--- src/logic/rtc_irq_pkg.sv ---
// Package for the RTC interrupt block: register map, field positions,
// reset values and the timing constants of the interrupt sources.
// Assumes a 40 MHz system clock.
`default_nettype none
package rtc_irq_pkg;

  // System clock period in picoseconds (40 MHz)
  localparam longint CLK_PERIOD_PS = 25000;

  // Register map, one byte per address
  localparam logic [3:0] ADDR_SEC = 4'h0;
  localparam logic [3:0] ADDR_ALM_SEC = 4'h1;
  localparam logic [3:0] ADDR_MIN = 4'h2;
  localparam logic [3:0] ADDR_ALM_MIN = 4'h3;
  localparam logic [3:0] ADDR_HOUR = 4'h4;
  localparam logic [3:0] ADDR_ALM_HOUR = 4'h5;
  localparam logic [3:0] ADDR_DATE = 4'h6;
  localparam logic [3:0] ADDR_ALM_DATE = 4'h7;
  localparam logic [3:0] ADDR_WDOG = 4'hB;
  localparam logic [3:0] ADDR_INTR = 4'hC;
  localparam logic [3:0] ADDR_FLAGS = 4'hD;

  // Interrupts register fields
  localparam int INTR_ABE_BIT = 7;
  localparam int INTR_PIE_BIT = 6;
  localparam int INTR_POWER_FAIL_IRQ_ENABLE_BIT = 5;
  localparam int INTR_AIE_BIT = 4;
  // Flags register fields
  localparam int FLG_PF_BIT = 3;
  localparam int FLG_AF_BIT = 2;
  localparam int FLG_POWER_FAIL_FLAG_BIT = 1;
  localparam int FLG_BVF_BIT = 0;
  // Alarm byte mask bits
  localparam int MASK_HI_BIT = 7;
  localparam int MASK_LO_BIT = 6;

  // Values after reset
  localparam logic [7:0] ALM_RST = 8'h00;
  localparam logic [7:0] INTR_RST = 8'h00;
  localparam logic [2:0] WDOG_SEL_RST = 3'h0;

  // Periodic base period 30.5175 us
  localparam longint PER_BASE_PS = 30517500;
  localparam longint PER_BASE_CYC = PER_BASE_PS / CLK_PERIOD_PS;
  // Watchdog base (code 1): 23.4375 ms timeout, 3.9063 ms reset
  localparam longint WD_BASE_PS = 23437500000;
  localparam longint WD_BASE_CYC = WD_BASE_PS / CLK_PERIOD_PS;
  localparam longint WD_RBASE_PS = 3906300000;
  localparam longint WD_RBASE_CYC = WD_RBASE_PS / CLK_PERIOD_PS;
  // Watchdog code 0: 1.5 s / 0.25 s, code 7: 3 s / 0.5 s
  localparam longint WD_DEF_PS = 1500000000000;
  localparam longint WD_DEF_CYC = WD_DEF_PS / CLK_PERIOD_PS;
  localparam longint WD_RDEF_PS = 250000000000;
  localparam longint WD_RDEF_CYC = WD_RDEF_PS / CLK_PERIOD_PS;
  localparam longint WD_MAX_PS = 3000000000000;
  localparam longint WD_MAX_CYC = WD_MAX_PS / CLK_PERIOD_PS;
  localparam longint WD_RMAX_PS = 500000000000;
  localparam longint WD_RMAX_CYC = WD_RMAX_PS / CLK_PERIOD_PS;
  // Delay from power-fail interrupt to reset and deselect
  localparam longint WPT_PS = 1000000;
  localparam longint WPT_CYC = WPT_PS / CLK_PERIOD_PS;
  // Least time the address must sit on the flags register
  localparam longint ADDR_HOLD_PS = 50000;
  localparam longint ADDR_HOLD_CYC =
    (ADDR_HOLD_PS + CLK_PERIOD_PS - 1) / CLK_PERIOD_PS;

endpackage
`default_nettype wire

--- src/logic/rate_timer_if.sv ---
// Interface between the control block and a programmable rate timer.
// Assumes one clock shared by both sides.
`timescale 1ns/1ps
`default_nettype none
interface rate_timer_if;
  logic [31:0] limit;   // Period in cycles, zero stops the timer
  logic restart;        // Restart the count from zero
  logic tick;           // One-cycle pulse at the end of each period
  modport owner (output limit, output restart, input tick);
  modport timer (input limit, input restart, output tick);
endinterface
`default_nettype wire

--- src/logic/rate_timer.sv ---
// Programmable period timer; emits one tick per period.
// Assumes a synchronous, already released reset from the parent.
`timescale 1ns/1ps
`default_nettype none
module rate_timer (
  // Clock and reset
  input wire logic clk_i,
  input wire logic rst_n_i,
  // Control from the parent
  rate_timer_if.timer ctl
);
  logic [31:0] count;  // Cycles elapsed in the current period
  logic at_end;        // Last cycle of the period
  logic stopped;       // Limit of zero halts the timer

  assign stopped = (ctl.limit == 32'h0000_0000);
  assign at_end = !stopped && (count >= ctl.limit - 32'h0000_0001);
  assign ctl.tick = at_end && !ctl.restart;

  // Count up and wrap; a restart or stop wins over the wrap
  always_ff @(posedge clk_i or negedge rst_n_i) begin
    if (!rst_n_i) begin
      count <= 32'h0000_0000;
    end else if (ctl.restart || stopped || at_end) begin
      count <= 32'h0000_0000;
    end else begin
      count <= count + 32'h0000_0001;
    end
  end
endmodule
`default_nettype wire

--- src/logic/rtc_irq_top.sv ---
// Interrupt logic of a parallel-bus RTC: alarm, periodic, power-fail,
// battery check, watchdog, with the byte-wide register port.
// Assumes bus pins and supply indications are asynchronous to sys_clk_i;
// the time counters and update strobe come from clock logic on sys_clk_i.
//
// Contract
// - Each update compares time against four alarm bytes
// - Alarm flag with enable pulls interrupt low
// - Reading flags clears the pending alarm
// - Byte with both top bits set is ignored
// - Masks give second, minute, hour, day, full alarms
// - Interrupt released in backup unless backup alarm enabled
// - Backup alarm enable lets alarm drive interrupt
// - Reset clears alarm enable; alarm then flag only
// - Supply failure sets flag, interrupt if enabled
// - Power-fail interrupt precedes reset by fixed delay
// - Power-fail enable cleared at power-up
// - Low battery at power-up clears valid flag
// - Watchdog select sets timeout and reset width
// - Rate field picks periodic period, zero disables
// - Stable flags read clears flags, releases interrupt
// - Periodic flag set at rate, optional interrupt
// - Any kick level change restarts watchdog
`timescale 1ns/1ps
`default_nettype none
module rtc_irq_top #(
  parameter logic [31:0] PER_BASE_CYC = 32'(rtc_irq_pkg::PER_BASE_CYC),
  parameter logic [31:0] WD_BASE_CYC = 32'(rtc_irq_pkg::WD_BASE_CYC),
  parameter logic [31:0] WD_RBASE_CYC = 32'(rtc_irq_pkg::WD_RBASE_CYC),
  parameter logic [31:0] WD_DEF_CYC = 32'(rtc_irq_pkg::WD_DEF_CYC),
  parameter logic [31:0] WD_RDEF_CYC = 32'(rtc_irq_pkg::WD_RDEF_CYC),
  parameter logic [31:0] WD_MAX_CYC = 32'(rtc_irq_pkg::WD_MAX_CYC),
  parameter logic [31:0] WD_RMAX_CYC = 32'(rtc_irq_pkg::WD_RMAX_CYC)
) (
  // Clock and reset
  input wire logic sys_clk_i,
  input wire logic resetn_i,
  // Parallel register port (pins)
  input wire logic [3:0] addr_i,
  input wire logic [7:0] dq_i,
  output logic [7:0] dq_o,
  output logic dq_oe_o,
  input wire logic cs_n_i,
  input wire logic oe_n_i,
  input wire logic we_n_i,
  // Time counters and update strobe from the clock logic
  input wire logic [7:0] time_sec_i,
  input wire logic [7:0] time_min_i,
  input wire logic [7:0] time_hour_i,
  input wire logic [7:0] time_date_i,
  input wire logic update_i,
  // Supply and battery indications (asynchronous)
  input wire logic supply_fail_i,
  input wire logic battery_backup_i,
  input wire logic battery_low_i,
  // Watchdog pins
  input wire logic watchdog_kick_in_i,
  output logic watchdog_expired_out_n_o,
  // Open-drain interrupt and processor reset
  output logic int_o,
  output logic int_oe_o,
  output logic proc_rst_o,
  output logic proc_rst_oe_o,
  // Bus deselected after the write-protect delay
  output logic bus_deselect_o
);
  // Reset release synchroniser
  logic [1:0] rst_sync;
  logic rst_n;
  always_ff @(posedge sys_clk_i or negedge resetn_i) begin
    if (!resetn_i) begin
      rst_sync <= 2'h0;
    end else begin
      rst_sync <= {rst_sync[0], 1'b1};
    end
  end
  assign rst_n = rst_sync[1];

  // Two-flop synchronisers for every asynchronous pin
  localparam int SW = 19;
  logic [SW-1:0] pin_raw, pin_s1, pin_s2;
  assign pin_raw = {addr_i, dq_i, cs_n_i, oe_n_i, we_n_i, supply_fail_i,
                    battery_backup_i, battery_low_i, watchdog_kick_in_i};
  always_ff @(posedge sys_clk_i or negedge rst_n) begin
    if (!rst_n) begin
      pin_s1 <= 19'h7_0000 | 19'h0_0070;
      pin_s2 <= 19'h7_0000 | 19'h0_0070;
    end else begin
      pin_s1 <= pin_raw;
      pin_s2 <= pin_s1;
    end
  end

  // Synchronised views, read only from the second stage
  logic [3:0] addr;
  logic [7:0] wdata;
  logic cs_n, rd_n, wr_n, supply_fail, in_backup, batt_low, kick;
  assign {addr, wdata, cs_n, rd_n, wr_n, supply_fail, in_backup, batt_low,
          kick} = pin_s2;

  // Registers
  logic [7:0] alarm_byte [4];    // Seconds, minutes, hours, date alarms
  logic [2:0] watchdog_period_select;
  logic [7:0] intr_reg;          // Enables and periodic rate
  logic periodic_flag, alarm_event_flag, power_fail_flag;
  logic battery_valid_flag;
  logic por_checked;             // Battery sampled after release

  // Named fields of the interrupts register
  logic alarm_in_backup_enable, periodic_irq_enable;
  logic power_fail_irq_enable, alarm_irq_enable;
  logic [3:0] periodic_rate_select;
  assign alarm_in_backup_enable = intr_reg[rtc_irq_pkg::INTR_ABE_BIT];
  assign periodic_irq_enable = intr_reg[rtc_irq_pkg::INTR_PIE_BIT];
  assign power_fail_irq_enable = intr_reg[rtc_irq_pkg::INTR_POWER_FAIL_IRQ_ENABLE_BIT];
  assign alarm_irq_enable = intr_reg[rtc_irq_pkg::INTR_AIE_BIT];
  assign periodic_rate_select = intr_reg[3:0];

  // Power-fail sequencing state
  logic deselect;                // Bus cut off, processor held in reset
  logic [15:0] wpt_count;
  logic pf_prev;

  // Bus decode
  logic rd_act, wr_act, rd_flags, clr_done, flags_clear;
  logic [15:0] hold_count;
  logic [7:0] rdata;
  logic [7:0] flags_view;
  assign rd_act = !cs_n && !rd_n && wr_n && !deselect;
  assign wr_act = !cs_n && !wr_n && !deselect;
  assign rd_flags = rd_act && (addr == rtc_irq_pkg::ADDR_FLAGS);
  // Clear only after the address sat still long enough, once per access
  assign flags_clear = rd_flags && !clr_done &&
    (hold_count >= 16'(rtc_irq_pkg::ADDR_HOLD_CYC - 1));
  assign flags_view = {4'h0, periodic_flag, alarm_event_flag,
                       power_fail_flag, battery_valid_flag};

  // Read data selection; reserved addresses read as zero
  always_comb begin
    case (addr)
      rtc_irq_pkg::ADDR_SEC: rdata = time_sec_i;
      rtc_irq_pkg::ADDR_ALM_SEC: rdata = alarm_byte[0];
      rtc_irq_pkg::ADDR_MIN: rdata = time_min_i;
      rtc_irq_pkg::ADDR_ALM_MIN: rdata = alarm_byte[1];
      rtc_irq_pkg::ADDR_HOUR: rdata = time_hour_i;
      rtc_irq_pkg::ADDR_ALM_HOUR: rdata = alarm_byte[2];
      rtc_irq_pkg::ADDR_DATE: rdata = time_date_i;
      rtc_irq_pkg::ADDR_ALM_DATE: rdata = alarm_byte[3];
      rtc_irq_pkg::ADDR_WDOG: rdata = {5'h00, watchdog_period_select};
      rtc_irq_pkg::ADDR_INTR: rdata = intr_reg;
      rtc_irq_pkg::ADDR_FLAGS: rdata = flags_view;
      default: rdata = 8'h00;
    endcase
  end

  // Address hold counter and once-per-access clear latch
  always_ff @(posedge sys_clk_i or negedge rst_n) begin
    if (!rst_n) begin
      hold_count <= 16'h0000;
      clr_done <= 1'b0;
    end else if (!rd_flags) begin
      hold_count <= 16'h0000;
      clr_done <= 1'b0;
    end else begin
      hold_count <= hold_count + 16'h0001;
      if (flags_clear) begin
        clr_done <= 1'b1;
      end
    end
  end

  // Read data register; frozen on the flags view once cleared so the
  // host sees the flags as they stood before its own clear
  always_ff @(posedge sys_clk_i or negedge rst_n) begin
    if (!rst_n) begin
      dq_o <= 8'h00;
      dq_oe_o <= 1'b0;
    end else begin
      dq_oe_o <= rd_act;
      if (rd_act && !(rd_flags && (clr_done || flags_clear))) begin
        dq_o <= rdata;
      end
    end
  end

  // Register writes; level-sensitive while the write strobe is low
  always_ff @(posedge sys_clk_i or negedge rst_n) begin
    if (!rst_n) begin
      for (int i = 0; i < 4; i++) begin
        alarm_byte[i] <= rtc_irq_pkg::ALM_RST;
      end
      watchdog_period_select <= rtc_irq_pkg::WDOG_SEL_RST;
      intr_reg <= rtc_irq_pkg::INTR_RST;
    end else if (wr_act) begin
      case (addr)
        rtc_irq_pkg::ADDR_ALM_SEC: alarm_byte[0] <= wdata;
        rtc_irq_pkg::ADDR_ALM_MIN: alarm_byte[1] <= wdata;
        rtc_irq_pkg::ADDR_ALM_HOUR: alarm_byte[2] <= wdata;
        rtc_irq_pkg::ADDR_ALM_DATE: alarm_byte[3] <= wdata;
        rtc_irq_pkg::ADDR_WDOG: watchdog_period_select <= wdata[2:0];
        rtc_irq_pkg::ADDR_INTR: intr_reg <= wdata;
        default: ;
      endcase
    end
  end

  // Alarm compare: a byte matches when masked or equal
  logic [7:0] now_byte [4];
  logic [3:0] byte_hit;
  logic alarm_match;
  assign now_byte[0] = time_sec_i;
  assign now_byte[1] = time_min_i;
  assign now_byte[2] = time_hour_i;
  assign now_byte[3] = time_date_i;
  for (genvar g = 0; g < 4; g++) begin : g_cmp
    logic masked;
    assign masked = alarm_byte[g][rtc_irq_pkg::MASK_HI_BIT] &&
                    alarm_byte[g][rtc_irq_pkg::MASK_LO_BIT];
    assign byte_hit[g] = masked || (alarm_byte[g] == now_byte[g]);
  end
  // All masked fires every update, i.e. once a second; fewer masks
  // narrow it to minute, hour, day or full match
  assign alarm_match = update_i && (&byte_hit);

  // Periodic and watchdog timers
  rate_timer_if per_if ();
  rate_timer_if wd_if ();
  rate_timer u_per (.clk_i(sys_clk_i), .rst_n_i(rst_n), .ctl(per_if));
  rate_timer u_wd (.clk_i(sys_clk_i), .rst_n_i(rst_n), .ctl(wd_if));

  // Periodic period doubles with each code above one
  assign per_if.limit = (periodic_rate_select == 4'h0) ? 32'h0000_0000 :
    PER_BASE_CYC << (periodic_rate_select - 4'h1);
  assign per_if.restart = 1'b0;

  // Watchdog timeout and reset width per select code
  logic [31:0] wd_limit, wd_width;
  always_comb begin
    case (watchdog_period_select)
      3'h0: begin
        wd_limit = WD_DEF_CYC;
        wd_width = WD_RDEF_CYC;
      end
      3'h7: begin
        wd_limit = WD_MAX_CYC;
        wd_width = WD_RMAX_CYC;
      end
      default: begin
        wd_limit = WD_BASE_CYC << (watchdog_period_select - 3'h1);
        wd_width = WD_RBASE_CYC << (watchdog_period_select - 3'h1);
      end
    endcase
  end

  // Kick edge detect on the synchronised level
  logic kick_prev, kick_edge, wd_off;
  assign kick_edge = (kick != kick_prev);
  // Watchdog idles in backup or supply failure
  assign wd_off = in_backup || supply_fail;
  assign wd_if.limit = wd_off ? 32'h0000_0000 : wd_limit;
  assign wd_if.restart = kick_edge;

  // Watchdog output and reset pulse; an unkicked timer keeps wrapping,
  // so the reset repeats once per timeout
  logic [31:0] wd_rst_left;
  logic wd_rst;
  assign wd_rst = (wd_rst_left != 32'h0000_0000);
  always_ff @(posedge sys_clk_i or negedge rst_n) begin
    if (!rst_n) begin
      kick_prev <= 1'b0;
      watchdog_expired_out_n_o <= 1'b1;
      wd_rst_left <= 32'h0000_0000;
    end else begin
      kick_prev <= kick;
      if (kick_edge || wd_off) begin
        watchdog_expired_out_n_o <= 1'b1;
      end else if (wd_if.tick) begin
        watchdog_expired_out_n_o <= 1'b0;
      end
      if (wd_if.tick) begin
        wd_rst_left <= wd_width;
      end else if (wd_rst) begin
        wd_rst_left <= wd_rst_left - 32'h0000_0001;
      end
    end
  end

  // Power-fail sequencing: flag now, deselect after the delay
  logic pf_rise;
  assign pf_rise = supply_fail && !pf_prev;
  always_ff @(posedge sys_clk_i or negedge rst_n) begin
    if (!rst_n) begin
      pf_prev <= 1'b0;
      wpt_count <= 16'h0000;
      deselect <= 1'b0;
    end else begin
      pf_prev <= supply_fail;
      if (!supply_fail) begin
        wpt_count <= 16'h0000;
        deselect <= 1'b0;
      end else if (wpt_count == 16'(rtc_irq_pkg::WPT_CYC - 1)) begin
        deselect <= 1'b1;
      end else begin
        wpt_count <= wpt_count + 16'h0001;
      end
    end
  end

  // Event flags; a set in the clearing cycle wins over the clear
  always_ff @(posedge sys_clk_i or negedge rst_n) begin
    if (!rst_n) begin
      periodic_flag <= 1'b0;
      alarm_event_flag <= 1'b0;
      power_fail_flag <= 1'b0;
    end else begin
      periodic_flag <= per_if.tick ||
        (periodic_flag && !flags_clear);
      alarm_event_flag <= alarm_match ||
        (alarm_event_flag && !flags_clear);
      power_fail_flag <= pf_rise ||
        (power_fail_flag && !flags_clear);
    end
  end

  // Battery check once, after the pin synchroniser has refilled; sampling
  // earlier would read its reset value instead of the battery pin
  logic [1:0] por_wait;
  always_ff @(posedge sys_clk_i or negedge rst_n) begin
    if (!rst_n) begin
      por_wait <= 2'h0;
      por_checked <= 1'b0;
      battery_valid_flag <= 1'b1;
    end else if (!por_checked) begin
      por_wait <= por_wait + 2'h1;
      if (por_wait == 2'h2) begin
        por_checked <= 1'b1;
        battery_valid_flag <= !batt_low;
      end
    end
  end

  // Interrupt request; in backup only the alarm may drive the pin
  logic irq_alarm, irq_normal, next_irq, irq;
  assign irq_alarm = alarm_event_flag && alarm_irq_enable;
  assign irq_normal = irq_alarm ||
    (periodic_flag && periodic_irq_enable) ||
    (power_fail_flag && power_fail_irq_enable);
  assign next_irq = in_backup ?
    (irq_alarm && alarm_in_backup_enable) : irq_normal;
  always_ff @(posedge sys_clk_i or negedge rst_n) begin
    if (!rst_n) begin
      irq <= 1'b0;
    end else begin
      irq <= next_irq;
    end
  end

  // Open-drain pins only ever pull low
  assign int_o = 1'b0;
  assign int_oe_o = irq;
  assign proc_rst_o = 1'b0;
  assign proc_rst_oe_o = deselect || wd_rst || !por_checked;
  assign bus_deselect_o = deselect;
endmodule
`default_nettype wire
--- config.mk ---
export PLATFORM = sky130hd
export DESIGN_NAME = rtc_irq_top
export DESIGN_NICKNAME = d
export VERILOG_FILES = /design/src/logic/rtc_irq_pkg.sv /design/src/logic/rate_timer_if.sv /design/src/logic/rate_timer.sv /design/src/logic/rtc_irq_top.sv
export SDC_FILE = /design/constraint.sdc
export NUM_CORES = 1
export LEC_CHECK = 0
export BUFFER_PORTS_ARGS = -buffer_cell sky130_fd_sc_hd__buf_2
export CAP_MARGIN = 20
export CORE_MARGIN = 2
export CORE_UTILIZATION = 39
export CTS_CLUSTER_SIZE = 8
export DETAILED_ROUTE_END_ITERATION = 10
export PLACE_DENSITY_LB_ADDON = 0.1
export SLEW_MARGIN = 20
export SYNTH_ARGS = -nofsm -noshare
export SYNTH_HDL_FRONTEND = slang
export SYNTH_HIERARCHICAL = 1
export SYNTH_SLANG_ARGS = --single-unit
--- constraint.sdc ---
create_clock -name sys_clk_i -period 10 [get_ports sys_clk_i]
set_clock_uncertainty 0.05 [all_clocks]
set_input_delay 1 -clock sys_clk_i [delete_from_list [all_inputs] [get_ports sys_clk_i]]
set_output_delay 1 -clock sys_clk_i [all_outputs]
set_load 0.1 [all_outputs]
# --- Yosys cells after proc, flatten, opt, wreduce, memory -nomap -nowiden ---
# Index checks and enable logic that the tools add are counted.
totals:
  register_bits: 233
  out_inout_bits: 15
classes:
  addsub: 10
  magnitude_cmp: 3
  n_eq_ne: 21
  n_shift: 3
  n_mux: 21
  bitwise: 1
  n_reduce_logical: 72
ops:
  columns: ["op", "n"]
  rows:
  - ["2-to-1 mux 32 bit", 6]
  - ["one-hot mux 32 bit (2 select lines)", 2]
  - ["subtractor 32 x 1 -> 32 bit (second input constant)", 3]
  - ["one-hot mux 8 bit (11 select lines)", 1]
  - ["adder 32 x 1 -> 32 bit (second input constant)", 2]
  - [">= comparator 32 bit", 2]
  - ["zero test 32 bit", 2]
  - ["2-to-1 mux 16 bit", 3]
  - ["adder 16 x 1 -> 16 bit (second input constant)", 2]
  - ["equality test 8 bit", 4]
  - ["nonzero test 32 bit", 1]
  - ["left shift 11 x 4 -> 32 bit (first input constant)", 1]
  - ["left shift 17 x 3 -> 32 bit (first input constant)", 1]
  - ["left shift 32 x 3 -> 32 bit (first input constant)", 1]
  - ["logical AND 1 bit", 26]
  - ["logical OR 1 bit", 17]
  - ["equality test 16 x 6 -> 1 bit (second input constant)", 1]
  - ["equality test 4 x 3 -> 1 bit (second input constant)", 4]
  - [">= comparator 16 x 1 -> 1 bit (second input constant)", 1]
  - ["AND reduction 2 bit", 7]
  - ["zero test 1 bit", 13]
  - ["equality test 4 bit (second input constant)", 3]
  - ["2-to-1 mux 1 bit", 9]
  - ["equality test 4 x 2 -> 1 bit (second input constant)", 2]
  - ["other kinds (14)", 17]

# --- Longest topological paths before layout ---
depth:
  depth_word: 11
  mapped_depth: 26

# --- By module ---
# Netlist, hierarchy kept.
by_module_without_submodules:
  columns: ["module", "instances", "cells_per_inst", "area_per_inst_um2", "seq_area_each_um2"]
  rows:
  - ["rtc_irq_top", 1, 858, 8911.0, 4246.6]
  - ["rate_timer (u_per)", 1, 358, 2996.6, 800.8]
  - ["rate_timer (u_wd)", 1, 334, 2906.5, 800.8]

# --- Worst setup path before layout ---
# OpenSTA, ideal clock, no wires.
synth_path:
  kind: "register to register"
  from: "register watchdog_period_select[0]"
  to: "register wd_rst_left[7]"
  setup_time_ns: 0.124
  arrival_ns: 6.053
  required_ns: 9.826
  slack_ns: 3.773
  path_stages_with_launch: 24
  path_buffers: 6
  synth_period_minus_slack_ns: 6.227
  cell_sequence: "dfrtp_1 -> clkbuf_1 -> inv_1 -> ha_1 -> ha_1 -> clkbuf_1 -> clkbuf_1 -> o21ai_0 -> a21oi_1 -> or4_4 -> or4_4 -> or4_4 -> buf_6 -> nor2_2 -> xnor2_1 -> ha_1 -> nand4_1 -> nor4_1 -> o311a_1 -> o21a_1 -> clkbuf_1 -> inv_1 -> clkbuf_1 -> o31a_1"
synth_between:
  elab_chain_cells: 9
  elab_cells_between_ends: 16
synth_lines:
  columns: ["element", "line", "rtl"]
  rows:
  - ["from (decl)", "rtc_irq_top.sv:103", "logic [2:0] watchdog_period_select;"]
  - ["from (signal assigned)", "rtc_irq_top.sv:192", "watchdog_period_select <= rtc_irq_pkg::WDOG_SEL_RST;"]
  - ["from (signal assigned)", "rtc_irq_top.sv:200", "rtc_irq_pkg::ADDR_WDOG: watchdog_period_select <= wdata[2:0];"]
  - ["subtractor 3 x 1 -> 3 bit", "rtc_irq_top.sv:249", "wd_limit = WD_BASE_CYC << (watchdog_period_select - 3'h1);"]
  - ["left shift 17 x 3 -> 32 bit", "rtc_irq_top.sv:249", null]
  - ["one-hot mux 32 bit (2 select lines) (*)", "rtc_irq_top.sv:239", "case (watchdog_period_select)"]
  - ["2-to-1 mux 32 bit (*)", "rtc_irq_top.sv:260", "assign wd_if.limit = wd_off ? 32'h0000_0000 : wd_limit;"]
  - ["net wd_if.limit[15]", "rate_timer_if.sv:6", "logic [31:0] limit;"]
  - ["subtractor 32 x 1 -> 32 bit or zero test 32 bit (tied branches)", "rate_timer.sv:17, rate_timer.sv:16", null]
  - [">= comparator 32 bit or zero test 1 bit (tied branches)", "rate_timer.sv:17", "assign at_end = !stopped && (count >= ctl.limit - 32'h0000_0001);"]
  - ["logical AND 1 bit (*)", "rate_timer.sv:17", null]
  - ["logical AND 1 bit (*)", "rate_timer.sv:18", "assign ctl.tick = at_end && !ctl.restart;"]
  - ["net wd_if.tick", "rate_timer_if.sv:8", "logic tick;"]
  - ["2-to-1 mux 32 bit or nonzero test 2 bit (tied branches)", null, null]
  - ["to (signal assigned)", "rtc_irq_top.sv:281", "wd_rst_left <= wd_width;"]
  - ["to (signal assigned)", "rtc_irq_top.sv:283", "wd_rst_left <= wd_rst_left - 32'h0000_0001;"]
  - ["to (decl)", "rtc_irq_top.sv:265", "logic [31:0] wd_rst_left;"]
# Mark *: on every way through the listed nets, which the timed path passes. The rest lies on a longest branch.
# A chain may end at the register's enable or synchronous reset.

# --- Worst setup path in the final report ---
layout_path:
  from: "register watchdog_period_select[0]"
  to: "register wd_rst_left[14]"
# Same word-level chain as after synthesis.

==> out/qor.yml <==
synth:
  synth-xor-area-share_pct: 12.1
  yosys.cell_types.count: 83
  synthAdderAreaFrac_pct: 7.60
  postSynth.asyncResetShare_pct: 100
  syn_area_sq_mm: 0.0148
  postSynthCellCount: 1550
  post_synthesis_compound_gate_area_fraction_pct: 9.02
  synth_top_family_by_area: "simple AND/OR/NAND/NOR gates"
  yosysWarningCount: 6
  number_of_storage_elements_in_the_synthesis_netlist: 233
  synth_simple_gate_area_share_pct: 23.5
  yosysSeqAreaShare_pct: 39.5
  synth_flop_cell: "sky130_fd_sc_hd__dfrtp_1"
  synth.top_cell.area_share_pct: 37.0
  synth_edf_count: 0
  syn_area_per_cell_sq_um: 9.56
  synthDominantAreaCellType: "sky130_fd_sc_hd__dfrtp_1"
  ranking_of_synthesized_cells_by_area: "sky130_fd_sc_hd__dfrtp_1 37%, sky130_fd_sc_hd__ha_1 7.6%, sky130_fd_sc_hd__xnor2_1 6.9%, sky130_fd_sc_hd__xor2_1 5.3%, sky130_fd_sc_hd__nor2_1 3.8%"
  post_synth_mux_area_share_pct: 5.58
status:
  run_status: "finished clean"
floorplanning:
  dieArea_sq_mm: 0.0396
  fp-row-count: 71
  num_io_pins: 69
  floorplan_core_area_sq_mm: 0.0376
  start_util_pct: 39.4
  chipWidth_microns: 199
  fp.dieH_microns: 199
pwr:
  power.net_switching_mw: 0.966
  vdd_ir_drop_max_mv: 0.129
  power.combinational.fraction_pct: 25.5
  flop_pwr_share_pct: 36.7
  total_leakage_power_nw: 7.22
  switching_share_pct: 33.4
  power_per_cell_area_mw_per_mm2: 172
  intPower_mw: 1.93
  power_share_of_the_clock_group_pct: 37.8
clock_network:
  insertion_delay_ps: 550
  root_buffer_cell: "sky130_fd_sc_hd__clkbuf_16"
  numCtsBuffers: 35
  cts_htree_levels: 2
  cts_tree: "yes"
  cts_post_setup_buffers_inserted: 0
  post_cts_resized: 0
  path_clk_slew_ps: 50
  clock_tree.buffer_depth: 3
  cts.sinks: 233
  ctsHoldBuffers: 0
routing:
  drt-initial-drc-count: 700
  top_layer_used: "met4"
  via_count_of_the_routed_design: 11700
  drc_errors: 0
  met1_length_mm: 18.4
  antenna_left: 0
  routed-wl-met2_mm: 16.7
  drt-pass1-iter-count: 5
  vias_per_cell: 5.32
  routedWlPerCell_microns: 17.0
  routed_length_on_met3_mm: 1.42
  route.final.wire_length_mm: 37.2
critical_path:
  cp-start-kind: "flip-flop"
  crit-reg2reg-capture: "wd_rst_left[14]"
  timing_worst_setup_path_type: "flip-flop to flip-flop"
  worst-r2r-setup-slack_ps: 2370
  worst_r2r_startpoint: "watchdog_period_select[0]"
  critical_path_required_ps: 10390
  arrival_ps: 8020
  endpoint_class_of_the_critical_path: "flip-flop"
  cell_depth_of_the_worst_flop_to_flop_path: 23
  timing.critical_path.fanout_max: 22
timing:
  slew_violations: 0
  hold_viol: 0
  timing.final.crit_share_pct: 76.3
  hold_ws_ps: 179
  rsz_0062_raised_after_global_routing: "false"
  worst_pin_slew_ps: 1030
  totalNegativeSetupSlack_ps: 0
  slew-limit-headroom_pct: 31.2
  fmaxAchievable_mhz: 131
  setup-violations-final: 0
  period_minus_slack_ps: 7630
worst_hold_path:
  worst_hold_path_type: "input port to async pin"
global_route:
  grt_start_max_net_pins: 74
  globalRoute.totalOverflow: 0
  grt_first_pass_wirelength_mm: 61.7
  grt_antenna_before_repair: 0
  track_usage_pct: 19.5
  grt_pass1_vias: 11400
finish:
  postLayoutCellArea_sq_mm: 0.0168
  synthToLayoutAreaGrowth_pct: 13.6
  nNetsFinal: 1806
  final.fill_count: 3642
  mostFrequentLayoutCell: "sky130_fd_sc_hd__dfrtp_1"
  multiInputGateArea_sq_mm: 0.00875
  most-common-layout-cells: "218 x sky130_fd_sc_hd__dfrtp_1, 148 x sky130_fd_sc_hd__nor2_1, 125 x sky130_fd_sc_hd__nand2_1, 116 x sky130_fd_sc_hd__xnor2_1, 90 x sky130_fd_sc_hd__ha_1"
  final_layout_size_suffix_gt1_share_pct: 13.3
  finalCoreUtilization_pct: 44.8
  register_area_sq_mm: 0.00585
flow_run:
  max-cap-violations: 0
place:
  placed_cell_area_sq_mm: 0.0158
  place_hpwl_mm: 26.7
  gp_congestion: 0.792
  number_of_i_o_port_buffers: 66
## cell type report
class	count	share of cell area (%)
Multi-Input combinational cell	1272	52.0
Clock inverter	4	0.357
Timing Repair Buffer	79	2.54
Sequential cell	233	34.8
Antenna cell	1	0.0149
Tap cell	511	3.80
Clock buffer	52	5.58
Inverter	41	0.915
## stage by stage
stage | power, mW | std cells | setup slack (ps)
finish | 2.90 | 2193 | 2370
CTS | 2.94 | 2192 | 2410
global placement | 1.81 | 2136 | 2650
detailed placement | 1.82 | 2136 | 2420
global route | 3.08 | 2192 | 1700
floorplan | 1.64 | 1595 | 3000
## metal layers
layer	up-vias	GRT usage, %
li1	5746	-
met1	5652	28.2
met2	212	29.8
met3	49	3.19
met4	0	5.58
met5	-	0
## cell families after synthesis
| family | count (synthesis) |
|---|---|
| flops | 233 |
| fa+ha+maj | 90 |
| simple gates | 649 |
| other cells | 2 |
| buf+inv | 90 |
| mux | 67 |
| xor+xnor | 205 |
| compound gates | 214 |
## cell usage after synthesis (31+ instances only)
cell                         n
sky130_fd_sc_hd__dfrtp_1   219
sky130_fd_sc_hd__nor2_1    148
sky130_fd_sc_hd__nand2_1   125
sky130_fd_sc_hd__xnor2_1   116
sky130_fd_sc_hd__ha_1       90
sky130_fd_sc_hd__xor2_1     89
sky130_fd_sc_hd__nor3_1     75
sky130_fd_sc_hd__a21oi_1    61
sky130_fd_sc_hd__nand3_1    58
sky130_fd_sc_hd__o21ai_0    55
sky130_fd_sc_hd__mux2_2     45
sky130_fd_sc_hd__nand4_1    43
sky130_fd_sc_hd__nor4_1     40
sky130_fd_sc_hd__inv_1      38
sky130_fd_sc_hd__clkbuf_1   31
## worst max-delay path by stage
| stage | cells past startpoint | to | start | slack [ps] |
|---|---|---|---|---|
| 2_1_floorplan | 0 | alarm_byte[0] | rst_sync[1] | 3000 |
| 3_3_place_gp | 23 | wd_rst_left[14] | watchdog_period_select[0] | 2650 |
| 3_5_place_dp | 23 | wd_rst_left[14] | watchdog_period_select[0] | 2420 |
| 4_1_cts | 23 | wd_rst_left[14] | watchdog_period_select[0] | 2410 |
| 5_1_grt | 23 | wd_rst_left[14] | watchdog_period_select[0] | 1700 |
| 6_report | 23 | wd_rst_left[14] | watchdog_period_select[0] | 2370 |
## worst max-delay path, cell delays in order (launching register included)
cell	delay, ps
sky130_fd_sc_hd__dfrtp_1	550
sky130_fd_sc_hd__inv_1	200
sky130_fd_sc_hd__ha_1	340
sky130_fd_sc_hd__ha_1	740
sky130_fd_sc_hd__clkinv_1	440
sky130_fd_sc_hd__nand2_1	220
sky130_fd_sc_hd__a21oi_1	150
sky130_fd_sc_hd__or4_1	600
sky130_fd_sc_hd__nand2b_1	230
sky130_fd_sc_hd__or3_1	450
sky130_fd_sc_hd__nor3_1	230
sky130_fd_sc_hd__xnor2_1	110
sky130_fd_sc_hd__ha_1	320
sky130_fd_sc_hd__nand4_1	130
sky130_fd_sc_hd__or3_1	390
sky130_fd_sc_hd__o32ai_1	290
sky130_fd_sc_hd__o311a_1	230
sky130_fd_sc_hd__o21a_1	130
sky130_fd_sc_hd__buf_4	220
sky130_fd_sc_hd__nor2b_1	290
sky130_fd_sc_hd__nand2_1	420
sky130_fd_sc_hd__a21oi_1	340
sky130_fd_sc_hd__and3b_1	210
sky130_fd_sc_hd__nor4_1	240
## power by group through the flow
| stage | Sequential (mW) | Combinational (mW) | Clock [mW] |
|---|---|---|---|
| 2_1_floorplan | 1.10 | 0.540 | 0 |
| 3_3_place_gp | 1.08 | 0.729 | 0 |
| 3_5_place_dp | 1.08 | 0.737 | 0 |
| 4_1_cts | 1.06 | 0.741 | 1.14 |
| 5_1_grt | 1.07 | 0.829 | 1.18 |
| 6_report | 1.06 | 0.739 | 1.09 |
(Power assumes the default switching activity.)
